<file path="src/verilog/sslp_pkg.sv">
// package: constants for sleep control and control-pin qualification
package sslp_pkg;
	localparam int SSLP_ADDR_W        = 17;
	localparam int SSLP_DATA_W        = 32;
	localparam int SSLP_BYTES         = 4;
	// sleep standby and recovery, in clock periods
	localparam int SSLP_SLEEP_STBY_PER = 2;
	localparam int SSLP_SLEEP_REC_PER  = 2;
	localparam int SSLP_CLK_NS         = 50;
	localparam int SSLP_SLEEP_REC_NS   = SSLP_SLEEP_REC_PER * SSLP_CLK_NS;
	localparam int SSLP_SLEEP_REC_CYC  = (SSLP_SLEEP_REC_NS + SSLP_CLK_NS - 1) / SSLP_CLK_NS;
	localparam int SSLP_SLEEP_STBY_CYC = SSLP_SLEEP_STBY_PER;
	localparam int SSLP_CNT_W         = 3;

	typedef enum logic [2:0] {
		SSLP_AWAKE  = 3'b001,
		SSLP_ASLEEP = 3'b010,
		SSLP_RECOV  = 3'b100
	} sslp_mode_e;
endpackage : sslp_pkg

</file>
<file path="src/verilog/sslp_array.sv">
// file: flip-flop storage array with byte write lanes
`timescale 1ns/1ps
module sslp_array
	import sslp_pkg::*;
#(
	parameter int ADDR_W = 4,
	parameter int DATA_W = SSLP_DATA_W,
	parameter int BYTES  = SSLP_BYTES
) (
	// clock
	input  wire logic              core_clk,
	// access
	input  wire logic [ADDR_W-1:0] addr,
	input  wire logic [BYTES-1:0]  byteEn,
	input  wire logic [DATA_W-1:0] wrData,
	output logic      [DATA_W-1:0] rdData
);
	logic [DATA_W-1:0] mem [2**ADDR_W];

	// no reset: contents survive sleep and only change on an enabled lane
	always_ff @(posedge core_clk) begin
		for (int b = 0; b < BYTES; b++) begin
			if (byteEn[b]) begin
				mem[addr][b*8 +: 8] <= wrData[b*8 +: 8];
			end
		end
	end

	assign rdData = mem[addr];
endmodule : sslp_array

</file>
<file path="src/verilog/sslp_ctrl.sv">
// file: sleep entry/recovery control and control-pin qualification
// Overview of operation
// - sleep request powers down and deselects the device with no strobe command.
// - while asleep the internal clock enable is dropped, so state stays frozen except read data, which still reloads from the array.
// - while asleep all inputs but sleepRequest and burstOrderSelect are ignored; no select, no read, no write.
// - enabled only with first select low, second high, third low at a strobe.
// - write when global write low, or write enable low with a byte strobe.
// - output enable ignored once a write begins; controller drops it first.
`timescale 1ns/1ps
module sslp_ctrl
	import sslp_pkg::*;
#(
	parameter int ARRAY_ADDR_W = 4
) (
	// clock and reset
	input  wire logic                   core_clk,
	input  wire logic                   rstn,
	// sleep
	input  wire logic                   sleepRequest,
	output logic                        sleepActive,
	output logic                        recoveryBusy,
	// address and burst control
	input  wire logic [SSLP_ADDR_W-1:0] addrIn,
	input  wire logic                   processorAddrStrobeN,
	input  wire logic                   controllerAddrStrobeN,
	input  wire logic                   burstAdvanceN,
	input  wire logic                   burstOrderSelect,
	// chip selects
	input  wire logic                   chipSelectFirstN,
	input  wire logic                   chipSelectSecond,
	input  wire logic                   chipSelectThirdN,
	// write strobes
	input  wire logic                   globalWriteN,
	input  wire logic                   writeEnableN,
	input  wire logic [SSLP_BYTES-1:0]  byteWriteN,
	// data bus, two-way
	input  wire logic                   outputEnableN,
	input  wire logic [SSLP_DATA_W-1:0] dataIn,
	output logic      [SSLP_DATA_W-1:0] dataOut,
	output logic                        dataOe,
	// status
	output logic                        selected,
	output logic                        writeCycle
);
	typedef struct packed {
		sslp_mode_e                  mode;
		logic [SSLP_CNT_W-1:0]       cnt;
		logic                        sel;
		logic                        wr;
		logic [SSLP_BYTES-1:0]       lanes;
		logic [SSLP_ADDR_W-1:0]      addr;
		logic [1:0]                  burstOfs;
		logic                        rdValid;
		logic [SSLP_DATA_W-1:0]      rdData;
	} sslp_state_s;

	sslp_state_s stQ;
	sslp_state_s stD;
	logic [SSLP_DATA_W-1:0] arrRd;
	logic [SSLP_BYTES-1:0]  arrEn;
	logic [SSLP_ADDR_W-1:0] curAddr;

	function automatic logic chip_enabled(input logic s1n, input logic s2, input logic s3n);
		return !s1n && s2 && !s3n;
	endfunction : chip_enabled

	function automatic logic [1:0] burst_addr(input logic [1:0] base, input logic [1:0] ofs,
			input logic interleave);
		return interleave ? (base ^ ofs) : 2'(base + ofs);
	endfunction : burst_addr

	// internal clock enable: dropped while asleep
	logic clkRun;
	assign clkRun = (stQ.mode != SSLP_ASLEEP) && !sleepRequest;

	always_comb begin
		logic anyStrobe;
		logic wrNow;
		stD = stQ;
		anyStrobe = !processorAddrStrobeN || !controllerAddrStrobeN;
		wrNow = !globalWriteN || (!writeEnableN && (byteWriteN != '1));
		// flow-through read data, registered for a clean output
		stD.rdData = arrRd;
		case (stQ.mode)
			SSLP_AWAKE: begin
				if (sleepRequest) begin
					stD.mode = SSLP_ASLEEP;
					stD.sel = 1'b0;
					stD.wr = 1'b0;
					stD.rdValid = 1'b0;
				end else if (anyStrobe) begin
					// processor strobe with first select high keeps the current state
					if (!processorAddrStrobeN && chipSelectFirstN) begin
						stD.sel = stQ.sel;
					end else begin
						stD.sel = chip_enabled(chipSelectFirstN, chipSelectSecond,
							chipSelectThirdN);
						stD.addr = addrIn;
						stD.burstOfs = 2'h0;
						stD.wr = 1'b0;
						stD.lanes = '0;
						// controller strobe samples the write strobes with the address
						if (processorAddrStrobeN && wrNow) begin
							stD.wr = 1'b1;
							stD.lanes = globalWriteN ? ~byteWriteN : '1;
						end
					end
				end else if (stQ.sel) begin
					stD.wr = wrNow;
					stD.lanes = !globalWriteN ? '1 : (writeEnableN ? '0 : ~byteWriteN);
					if (!burstAdvanceN) begin
						stD.burstOfs = 2'(stQ.burstOfs + 2'h1);
					end
				end
				stD.rdValid = stD.sel && !stD.wr && !sleepRequest;
			end
			SSLP_ASLEEP: begin
				// toggling inputs other than sleepRequest and burstOrderSelect have no effect here
				stD.sel = 1'b0;
				stD.wr = 1'b0;
				stD.rdValid = 1'b0;
				if (!sleepRequest) begin
					stD.mode = SSLP_RECOV;
					stD.cnt = SSLP_CNT_W'(SSLP_SLEEP_REC_CYC - 1);
				end
			end
			SSLP_RECOV: begin
				if (sleepRequest) begin
					stD.mode = SSLP_ASLEEP;
				end else if (stQ.cnt == '0) begin
					stD.mode = SSLP_AWAKE;
				end else begin
					stD.cnt = SSLP_CNT_W'(stQ.cnt - 1'b1);
				end
			end
			default: begin
				stD.mode = SSLP_AWAKE;
			end
		endcase
	end

	always_ff @(posedge core_clk or negedge rstn) begin
		if (!rstn) begin
			stQ <= '{mode: SSLP_AWAKE, cnt: '0, sel: 1'b0, wr: 1'b0, lanes: '0,
				addr: '0, burstOfs: 2'h0, rdValid: 1'b0, rdData: '0};
		end else begin
			// always loads: sleep entry must land while the array enable is already gated
			// the asleep branch holds every field but rdData, standing in for the stopped clock
			stQ <= stD;
		end
	end

	assign curAddr = {stQ.addr[SSLP_ADDR_W-1:2],
		burst_addr(stQ.addr[1:0], stQ.burstOfs, burstOrderSelect)};
	// writes only while awake and selected; never in sleep
	assign arrEn = (stQ.mode == SSLP_AWAKE && stQ.sel && stQ.wr && clkRun) ? stQ.lanes : '0;

	sslp_array #(
		.ADDR_W (ARRAY_ADDR_W),
		.DATA_W (SSLP_DATA_W),
		.BYTES  (SSLP_BYTES)
	) uArray (
		.core_clk (core_clk),
		.addr     (curAddr[ARRAY_ADDR_W-1:0]),
		.byteEn   (arrEn),
		.wrData   (dataIn),
		.rdData   (arrRd)
	);

	assign dataOut      = stQ.rdData;
	// output enable has no say while a write is under way
	assign dataOe       = stQ.rdValid && !stQ.wr && !outputEnableN && !sleepRequest;
	assign sleepActive  = (stQ.mode == SSLP_ASLEEP);
	assign recoveryBusy = (stQ.mode == SSLP_RECOV);
	assign selected     = stQ.sel;
	assign writeCycle   = stQ.wr;
endmodule : sslp_ctrl

</file>
<file path="config.mk">
export PLATFORM = sky130hd
export DESIGN_NAME = sslp_ctrl
export DESIGN_NICKNAME = d
export VERILOG_FILES = /design/src/verilog/sslp_pkg.sv /design/src/verilog/sslp_array.sv /design/src/verilog/sslp_ctrl.sv
export SDC_FILE = /design/constraint.sdc
export NUM_CORES = 1
export LEC_CHECK = 0
export ABC_AREA = 1
export ABC_CLOCK_PERIOD_IN_PS = 2800
export BUFFER_PORTS_ARGS = -buffer_cell sky130_fd_sc_hd__buf_2
export CAP_MARGIN = 40
export CORE_ASPECT_RATIO = 0.5
export CORE_MARGIN = 1.5
export CORE_UTILIZATION = 47
export DETAILED_ROUTE_END_ITERATION = 16
export MAX_ROUTING_LAYER = met4
export PLACE_DENSITY_LB_ADDON = 0.12
export SETUP_SLACK_MARGIN = 0.02
export SLEW_MARGIN = 10
export SYNTH_ARGS = -nofsm -noshare
export SYNTH_HDL_FRONTEND = slang
export SYNTH_SLANG_ARGS = --single-unit
</file>
<file path="constraint.sdc">
create_clock -name core_clk -period 2.8 [get_ports core_clk]
set_clock_uncertainty 0.05 [all_clocks]
set_input_delay 0 -clock core_clk [delete_from_list [all_inputs] [get_ports core_clk]]
set_output_delay 0 -clock core_clk [all_outputs]
set_load 0.05 [all_outputs]
</file>
# After elaboration in Yosys (flattened, before gate mapping)

Memory sizes are Yosys's and may differ from the RTL's. A register that Yosys moved wholly into a read port is not among the register bits.
Index checks and enable logic that the tools add are counted.

Flip-flop bits (word level): 32
RAM bits: 512
Input bits: 66
Output and inout bits: 37
Logic and storage cells: 98
Memories kept: 1

Add/subtract/negate cells: 3
Eq/ne operators: 12
Multiplexer cells: 34
Bitwise gates (word level): 4
Reduce and logical (&&, ||, !) cells: 36

Memories:

| memory     | depth | width | read ports | clocked after memory_dff | wr ports | RTL line         | source |
|---|---|---|---|---|---|---|---|
| uArray.mem | 16    | 32    | 1          | 1                        | 1        | sslp_array.sv:18 | `logic [DATA_W-1:0] mem [2**ADDR_W];` |

Operator list:

| cell                                                | number |
|---|---|
| 2-to-1 mux 24 bit                                   | 1 |
| 2-to-1 mux 4 bit                                    | 4 |
| 2-to-1 mux 3 bit                                    | 5 |
| 2-to-1 mux 5 bit                                    | 3 |
| logical AND 1 bit                                   | 14 |
| 2-to-1 mux 2 bit                                    | 6 |
| AND reduction 4 bit                                 | 3 |
| logical NOT 1 bit                                   | 11 |
| 2-to-1 mux 1 bit                                    | 10 |
| != test 2 bit, second input constant                | 5 |
| case mux 3 bit (3 select lines)                     | 1 |
| 2-to-1 mux 6 bit                                    | 1 |
| != test 3 x 2 -> 1 bit, second input constant       | 2 |
| case mux 3 bit (2 select lines)                     | 1 |
| nonzero test 2 bit                                  | 3 |
| AND reduction 5 bit                                 | 1 |
| != test 4 bit, second input constant                | 1 |
| inverter 4 bit                                      | 1 |
| case mux 2 bit (2 select lines)                     | 1 |
| equality test 3 x 1 -> 1 bit, second input constant | 1 |
| equality test 3 x 2 -> 1 bit, second input constant | 1 |
| equality test 3 bit, second input constant          | 1 |
| logical NOT 3 bit                                   | 1 |
| AND reduction 3 bit                                 | 1 |
| 8 further kinds                                     | 10 |

# Logic depth before layout (Yosys ltp)

Gate-level depths: netlist of the first run.

Depth in word-level cells: 13
Mapped depth: 13
Gate-level depth less buffers: 11

# By module

From an unflattened synthesis of the first run, not the netlist that was laid out.

Cells, all modules: 2363
Area total of the unflattened synthesis: 23970.5 µm²

Modules (own cells, without submodules):

| module     | instances | cells each | area each (µm²) | sequential area each (µm²) |
|---|---|---|---|---|
| sslp_array | 1         | 2152       | 21759.6         | 15374.7 |
| sslp_ctrl  | 1         | 211        | 2210.9          | 1277.5 |

# Worst setup path after synthesis of the first run

OpenSTA, ideal clock, no wires.

Path kind: register to register
From: register stQ[33] (netlist name)
To: memory uArray.mem[12][0] (netlist name) (enable)
Library setup time: 370 ps
Data arrival time: 1816 ps
Path slack: 564 ps
Stages on the path, launching flop included: 8
Clock period less this slack: 2236 ps
Cells stage by stage: dfrtp_1 > ha_1 > buf_4 > buf_2 > buf_2 > nor2_2 > nand2_1 > nor2_1

Word-level cells in the longest chain between the ends: 2

RTL lines:

| element                                          | RTL line         | source |
|---|---|---|
| from (decl)                                      | sslp_ctrl.sv:57  | `sslp_state_s stQ;` |
| from (signal assigned)                           | sslp_ctrl.sv:144 | `stQ <= '{mode: SSLP_AWAKE, cnt: '0, sel: 1'b0, wr: 1'b0, lanes: '0,` |
| from (signal assigned)                           | sslp_ctrl.sv:149 | `stQ <= stD;` |
| adder 2 bit or bitwise XOR 2 bit (tied branches) | sslp_ctrl.sv:69  | `return interleave ? (base ^ ofs) : 2'(base + ofs);` |
| 2-to-1 mux 2 bit (*)                             | sslp_ctrl.sv:69  |  |
| to (decl)                                        | sslp_array.sv:18 |  |

Mark *: on every way between the ends. The rest lies on a longest branch, timed or not.

# Worst setup path in the final report of the first run

From: register stQ[33] (netlist name)
To: memory uArray.mem[4][25] (netlist name) (enable)

Same word-level chain as after synthesis.

==> impl_metrics.toml, run 1 <==
[layout]
regArea_mm2 = 0.0167
multi_input_area_mm2 = 0.00629
final_nets = 2577
fillers = 4456
diodes = 0
synthToLayoutAreaGrowth_pct = 14.9
finalInstanceArea_mm2 = 0.0276
layout-drive-gt1-share = 0.104

[floorplanning]
die_area_mm2 = 0.0526
ios = 103
core_mm2 = 0.0504
placementRows = 58
die_w_um = 323
dieHeight_um = 163
initial_core_util = 0.478

[clock_network]
clk_path_buf_depth = 3
cts_tree = "done"
htreeDepth = 2
root_buffer = "clkbuf_16"
clock-sinks = 563
clock_latency_ns = 0.57
clk_pin_slew_worst_paths_ns = 0.06
cts_buffers = 51

[sta]
setup_violations = 0
rsz0062_at_grt = "false"
fmax_mhz = 385
fin_crit_ns = 2.60
fin_hold_ws_ns = 0.0967
tightest_slew_ns = 0.872
slew_viol_final = 0
min_period_over_period = 0.927
hold_viol = 0
layout_setup_ws_ns = 0.204
max_slew_margin = 0.417
fin_setup_tns_ns = 0

[place]
dpl.hpwl_um = 31800
gp_congestion = 0.826
place_ws_ns = 0.131
dpl_cell_area_mm2 = 0.0253
io_buffers = 89

[setup_path]
cp_cell_sequence = "ha_4, inv_1, nor2_1, nand3_4, nand2_4, inv_2, nor2_2, nand2_1, nor2_1"
critical_path_class = "reg -> reg"
critical_path.max_stage_delay_ns = 0.73
crit_family = "simple AND/OR/NAND/NOR gates"
critPathRequiredTime_ns = 2.94
path_buf_inv = 2
cp_common_cell = "nor2_1"
crit_path_top_delay_cell = "nor2_1"
worstPathMaxFanout = 8
cp-end-kind = "flop"
critPathArrivalTime_ns = 2.73
crit_path_start_kind = "flop"

[synth]
yosys_warnings = 0
synth_fp_nets = 2436
synthDistinctLibCells = 29
avgSynthCellArea_um2 = 10.2
synth-seq-cells = 563
ys_seq_area_frac = 0.692
synth_area_mm2 = 0.0241
postSynthCellCount = 2367

[routing]
drc = 0
wirelength_um = 57400
ant_nets = 0
wl_per_cell_um = 17.7
drtPass1Iterations = 6
vias = 15900
avgViaCountPerCell = 4.89
drtIter0Drc = 1314

[pwr]
ir_worst_vdd_mv = 1.22
power_density_mw_per_mm2 = 1040
leakagePower_nw = 11.8

[run]
drv_cap = 0

[global_routing]
grt_usage = 0.227
antenna_found_initial = 0
grt_max_degree = 129
grt-ovfl-total = 0
grt_pass1_vias = 15000
grt_pass1_wl_um = 88000

[outcome]
status = "completed"

[worst_hold_path]
hold_class = "in -> reg"
==> final cells by class <==
| class | instances | area share |
|---|---|---|
| clock inverters | 24 | 0.00860 |
| flip-flops and latches | 563 | 0.602 |
| multi-input cells | 1568 | 0.227 |
| inverters | 89 | 0.0124 |
| clock buffers | 71 | 0.0515 |
| repair buffers | 235 | 0.0664 |
| well taps | 690 | 0.0312 |
==> tightest hold or removal path: cells and delay by family <==
kind	cells	cell delay, ns
buffers and inverters	4	0.31
and+or+nand+nor	5	0.36
==> worst paths after layout <==
check | start | cells after the start | to | slack (ns)
max | stQ[33] | 9 | uArray.mem[4][25] | 0.20
min | chipSelectFirstN | 9 | stQ[33] | 0.1
max reg2reg | stQ[33] | 9 | uArray.mem[4][25] | 0.20
min reg2reg | stQ[32] | 2 | stQ[32] | 0.43
max in group asynchronous | rstn | 4 | dataOut[19] | 1.22
min in group asynchronous | rstn | 4 | dataOut[12] | 0.43
==> routing by layer <==
| layer | global-route usage | wire (um) |
|---|---|---|
| met2 | 0.356 | 26600 |
| met4 | 0.0437 | 864 |
| met1 | 0.322 | 27100 |
| met3 | 0.0279 | 2840 |
| met5 | - | 0 |
==> sequential cells by signal (all words and copies together), names as in the netlist <==
| register | cells |
|---|---|
| stQ | 15 |
| dataOut | 32 |
| curAddr | 2 |
| selected | 1 |
| writeCycle | 1 |
| uArray.mem | 512 |
==> synth_stat cells <==
library cell | instances | area (um^2)
a21oi_1 | 1 | 5.00
dfstp_2 | 1 | 26.3
clkinv_1 | 1 | 3.75
o21ai_0 | 12 | 60.1
nor3_4 | 1 | 16.3
nor2_4 | 1 | 11.3
o22ai_1 | 2 | 12.5
buf_4 | 42 | 315
buf_6 | 6 | 67.6
nand3_1 | 138 | 691
dfrtp_1 | 50 | 1250
edfxtp_1 | 512 | 15400
a31o_2 | 1 | 8.76
nand4_1 | 6 | 37.5
and3_4 | 1 | 11.3
nand2_1 | 1310 | 4920
inv_1 | 85 | 319
a31oi_1 | 2 | 12.5
inv_2 | 3 | 11.3
nor2_1 | 77 | 289
nand2_2 | 1 | 6.26
clkbuf_1 | 15 | 56.3
nor2_2 | 4 | 25.0
nor3_1 | 2 | 10.0
buf_2 | 84 | 420
ha_1 | 3 | 37.5
o21ai_1 | 1 | 5.00
nand2_4 | 4 | 45.0
or2_2 | 1 | 6.26
==> cell families (layout without fill, tap and decap cells) <==
logic type               Yosys count  after routing  synth area share
AND/OR/NAND/NOR                 1546           1546             0.252
flip-flops                       563            563             0.692
buffers and inverters            236            419            0.0496
AO/OA/AOI/OAI                     19             19           0.00432
adder cells (fa/ha/maj)            3              3           0.00156
==> where the power goes <==
group	internal [mW]	leakage, nW	switching (mW)
Sequential	9.55	5.24	0.216
Clock	4.01	0.810	3.00
Combinational	3.50	5.72	8.60
==> repair_timing <==
item | CTS | global route
hold buffers | 69 | 0
resized for setup | 0 | 6
setup buffers | 0 | 0
endpoints found under the setup margin | 0 | 34
endpoints found under the hold margin | 582 | 0
==> through the flow <==
step	instances	total power [mW]	utilization
global route	3240	31.0	0.549
finish	3240	28.9	0.549
global placement	3055	21.9	0.498
floorplan	2367	19.2	-
detailed placement	3075	22.0	0.502
CTS	3239	29.0	0.548
==> cells in the final DEF, fill, tap and decap left out, drive strengths merged, types with 2 or more instances in the layout <==
cell type | Yosys | routed
a31oi | 2 | 2
nand3 | 138 | 138
clkinv | 1 | 20
o21ai | 13 | 13
nor2 | 82 | 82
edfxtp | 512 | 512
dfrtp | 50 | 50
inv | 88 | 88
dlygate4sd3 | 0 | 69
buf | 132 | 166
nand2 | 1315 | 1315
nor3 | 3 | 3
bufinv | 0 | 5
o22ai | 2 | 2
nand4 | 6 | 6
ha | 3 | 3
clkbuf | 15 | 71
No activity file was read; power rests on OpenSTA's default activity.
==> run 2, diff against run 1 <==
- ABC_AREA: 1 -> default
==> impl_metrics.toml, run 2 <==
[place]
dpl.cell_count = 2395
dpl.hpwl_um = 39800
io_buffers = 89
gp_congestion = 0.819

[setup_path]
crit_path_start_kind = "flop"
critPathRequiredTime_ns = 3.26
worstPathMaxFanout = 6
crit_family = "buffers and inverters"
rrSetupSlack_ns = 0.14
critical_path_class = "reg -> reg"
critPathArrivalTime_ns = 3.12
path_buf_inv = 3
cp_cell_sequence = "nor4b_1, buf_4, nand4_1, dlygate4sd3_1, o21ai_0, dlygate4sd3_1"
critical_path.max_stage_delay_ns = 0.59
crit_path_top_delay_cell = "dfstp_2"
cp_common_cell = "dlygate4sd3_1"
cp-end-kind = "flop"

[synth]
synthTopCellsByArea = "edfxtp_1 63%, o221ai_1 6.0%, dfrtp_1 5.1%"
ys_seq_area_frac = 0.685
synth_fp_nets = 1750
postSynthCellCount = 1681
synth_top_area_cell = "edfxtp_1"
synth_edf_count = 512
async_flop_share = 0.0906
yosys_warnings = 0
synthDistinctLibCells = 48
netlist_top_cells_count = "512 x edfxtp_1, 166 x o221ai_1, 160 x nand2_1"
yosys_most_used_dff = "edfxtp_1"
synth_top_area_share = 0.633
synth_area_mm2 = 0.0243
synth-seq-cells = 563
yosysMostFrequentCell = "edfxtp_1"
avgSynthCellArea_um2 = 14.5

[clock_network]
cts_tree = "done"
clock-sinks = 563
post_cts_buffers = 0
htreeDepth = 2
clock_latency_ns = 0.59
clk_path_buf_depth = 3
cts_buffers = 50
clk_pin_slew_worst_paths_ns = 0.06
root_buffer = "clkbuf_16"

[sta]
slew_viol_final = 0
hold_viol = 0
fin_crit_ns = 2.66
max_slew_margin = 0.547
rsz0062_at_grt = "false"
setup_violations = 0
fmax_mhz = 376
min_period_over_period = 0.950
fin_hold_ws_ns = 0.153
fin_setup_tns_ns = 0
tightest_slew_ns = 0.680

[pwr]
p_clk_frac = 0.268
switching_share = 0.354
leakagePower_nw = 9.52
switching_power_mw = 9.19
p_seq_frac = 0.375
pwr-share-comb = 0.357
power.internal_mw = 16.7
ir_worst_vdd_mv = 0.515
total_power_mw = 25.9
power_density_mw_per_mm2 = 918

[layout]
final_cell_count_no_fill = 2552
final_common_cell = "edfxtp_1"
synthToLayoutAreaGrowth_pct = 16.2
final_util = 0.558
largest_reg_flops = 512
final_nets = 1889
layout-drive-gt1-share = 0.183
top_register = "uArray.mem"
final_cell_mix = "512 x edfxtp_1, 166 x o221ai_1, 160 x nand2_1"

[routing]
ant_nets = 0
drtIter0Drc = 1682
vias = 16200
wl_per_cell_um = 25.5
drtPass1Iterations = 5
drc = 0
avgViaCountPerCell = 6.36
wirelength_um = 65100

[floorplanning]
die_area_mm2 = 0.0532
core_mm2 = 0.0507
ios = 103
initial_core_util = 0.480
dieHeight_um = 164
placementRows = 58
die_w_um = 325

[global_routing]
grt_pass1_vias = 16200
grt-ovfl-total = 0
antenna_found_initial = 2
grt_usage = 0.247
grt_pass1_wl_um = 96700
grt_max_degree = 121

[worst_hold_path]
hold_class = "in -> reg"

[run]
drv_cap = 0

[outcome]
status = "completed"
[run 2: cell count changes in the layout (fill, tap and decap cells not counted), sizes merged, moves of 37 or more]
cell | before | now
o221ai | 0 | 166
a311oi | 0 | 60
nor3 | 3 | 61
nand2 | 1315 | 161
buf | 166 | 203
a221oi | 0 | 68
inv | 88 | 10
nand3 | 138 | 9
mux2i | 0 | 113
[run 2: per-stage QoR]
step | worst slack, ns | cell area [um^2]
final | 0.139 | 28200
after global routing | 0.0205 | 28200
after CTS | 0.0780 | 28300
after detailed placement | 0.215 | 26000
after global placement | 0.234 | 25900
after floorplan | -0.0518 | 24300
[run 2: final cells by class]
class	count	area (um^2)
fill	4040	22400
clock buffer	65	1380
timing repair buffer	266	2190
clock inverter	27	265
sequential	563	16700
tap	690	863
antenna	2	5.00
multi-input combinational	931	6860
inverter	8	32.5
[run 2: metal layers]
metal,wire (um),GRT usage,up-vias
li1,-,-,7115
met5,0,-,-
met2,31200,0.398,640
met3,4110,0.0407,120
met4,1840,0.0801,0
met1,28000,0.325,8367
[run 2: power by group through the flow]
stage                     Sequential, mW  Clock [mW]  Combinational, mW
final                               9.73        6.94               9.25
after global routing                9.76        7.41               9.88
after CTS                           9.73        7.08               9.23
after detailed placement            9.91           0               9.09
after global placement              9.90           0               8.79
after floorplan                     9.83           0               6.58
[run 2: what timing repair did]
item / in CTS / in global routing
resized for setup: 0 / 2
setup endpoints to repair: 0 / 1
hold buffers: 64 / 0
hold endpoints to repair: 582 / 0
[run 2: worst paths after layout]
check	from	endpoint	cells past startpoint
max reg2reg	stQ[61]	stQ[33]	6
min reg2reg	stQ[32]	stQ[32]	1
min	addrIn[3]	curAddr[3]	3
max	stQ[61]	stQ[33]	6
max in group asynchronous	rstn	stQ[61]	5
min in group asynchronous	rstn	dataOut[5]	3
[run 2: worst min-delay path: stages]
cell,delay (ns)
dlygate4sd3_1,0.53
buf_2,0.10
mux2_2,0.12
[run 2: logic make-up after synthesis]
logic type | after synthesis | share of synthesized area
compound gates | 393 | 0.131
xor+xnor | 7 | 0.00314
fa+ha+maj | 3 | 0.00154
buf+inv | 187 | 0.0352
flops | 563 | 0.685
mux | 162 | 0.0762
simple gates | 366 | 0.0673
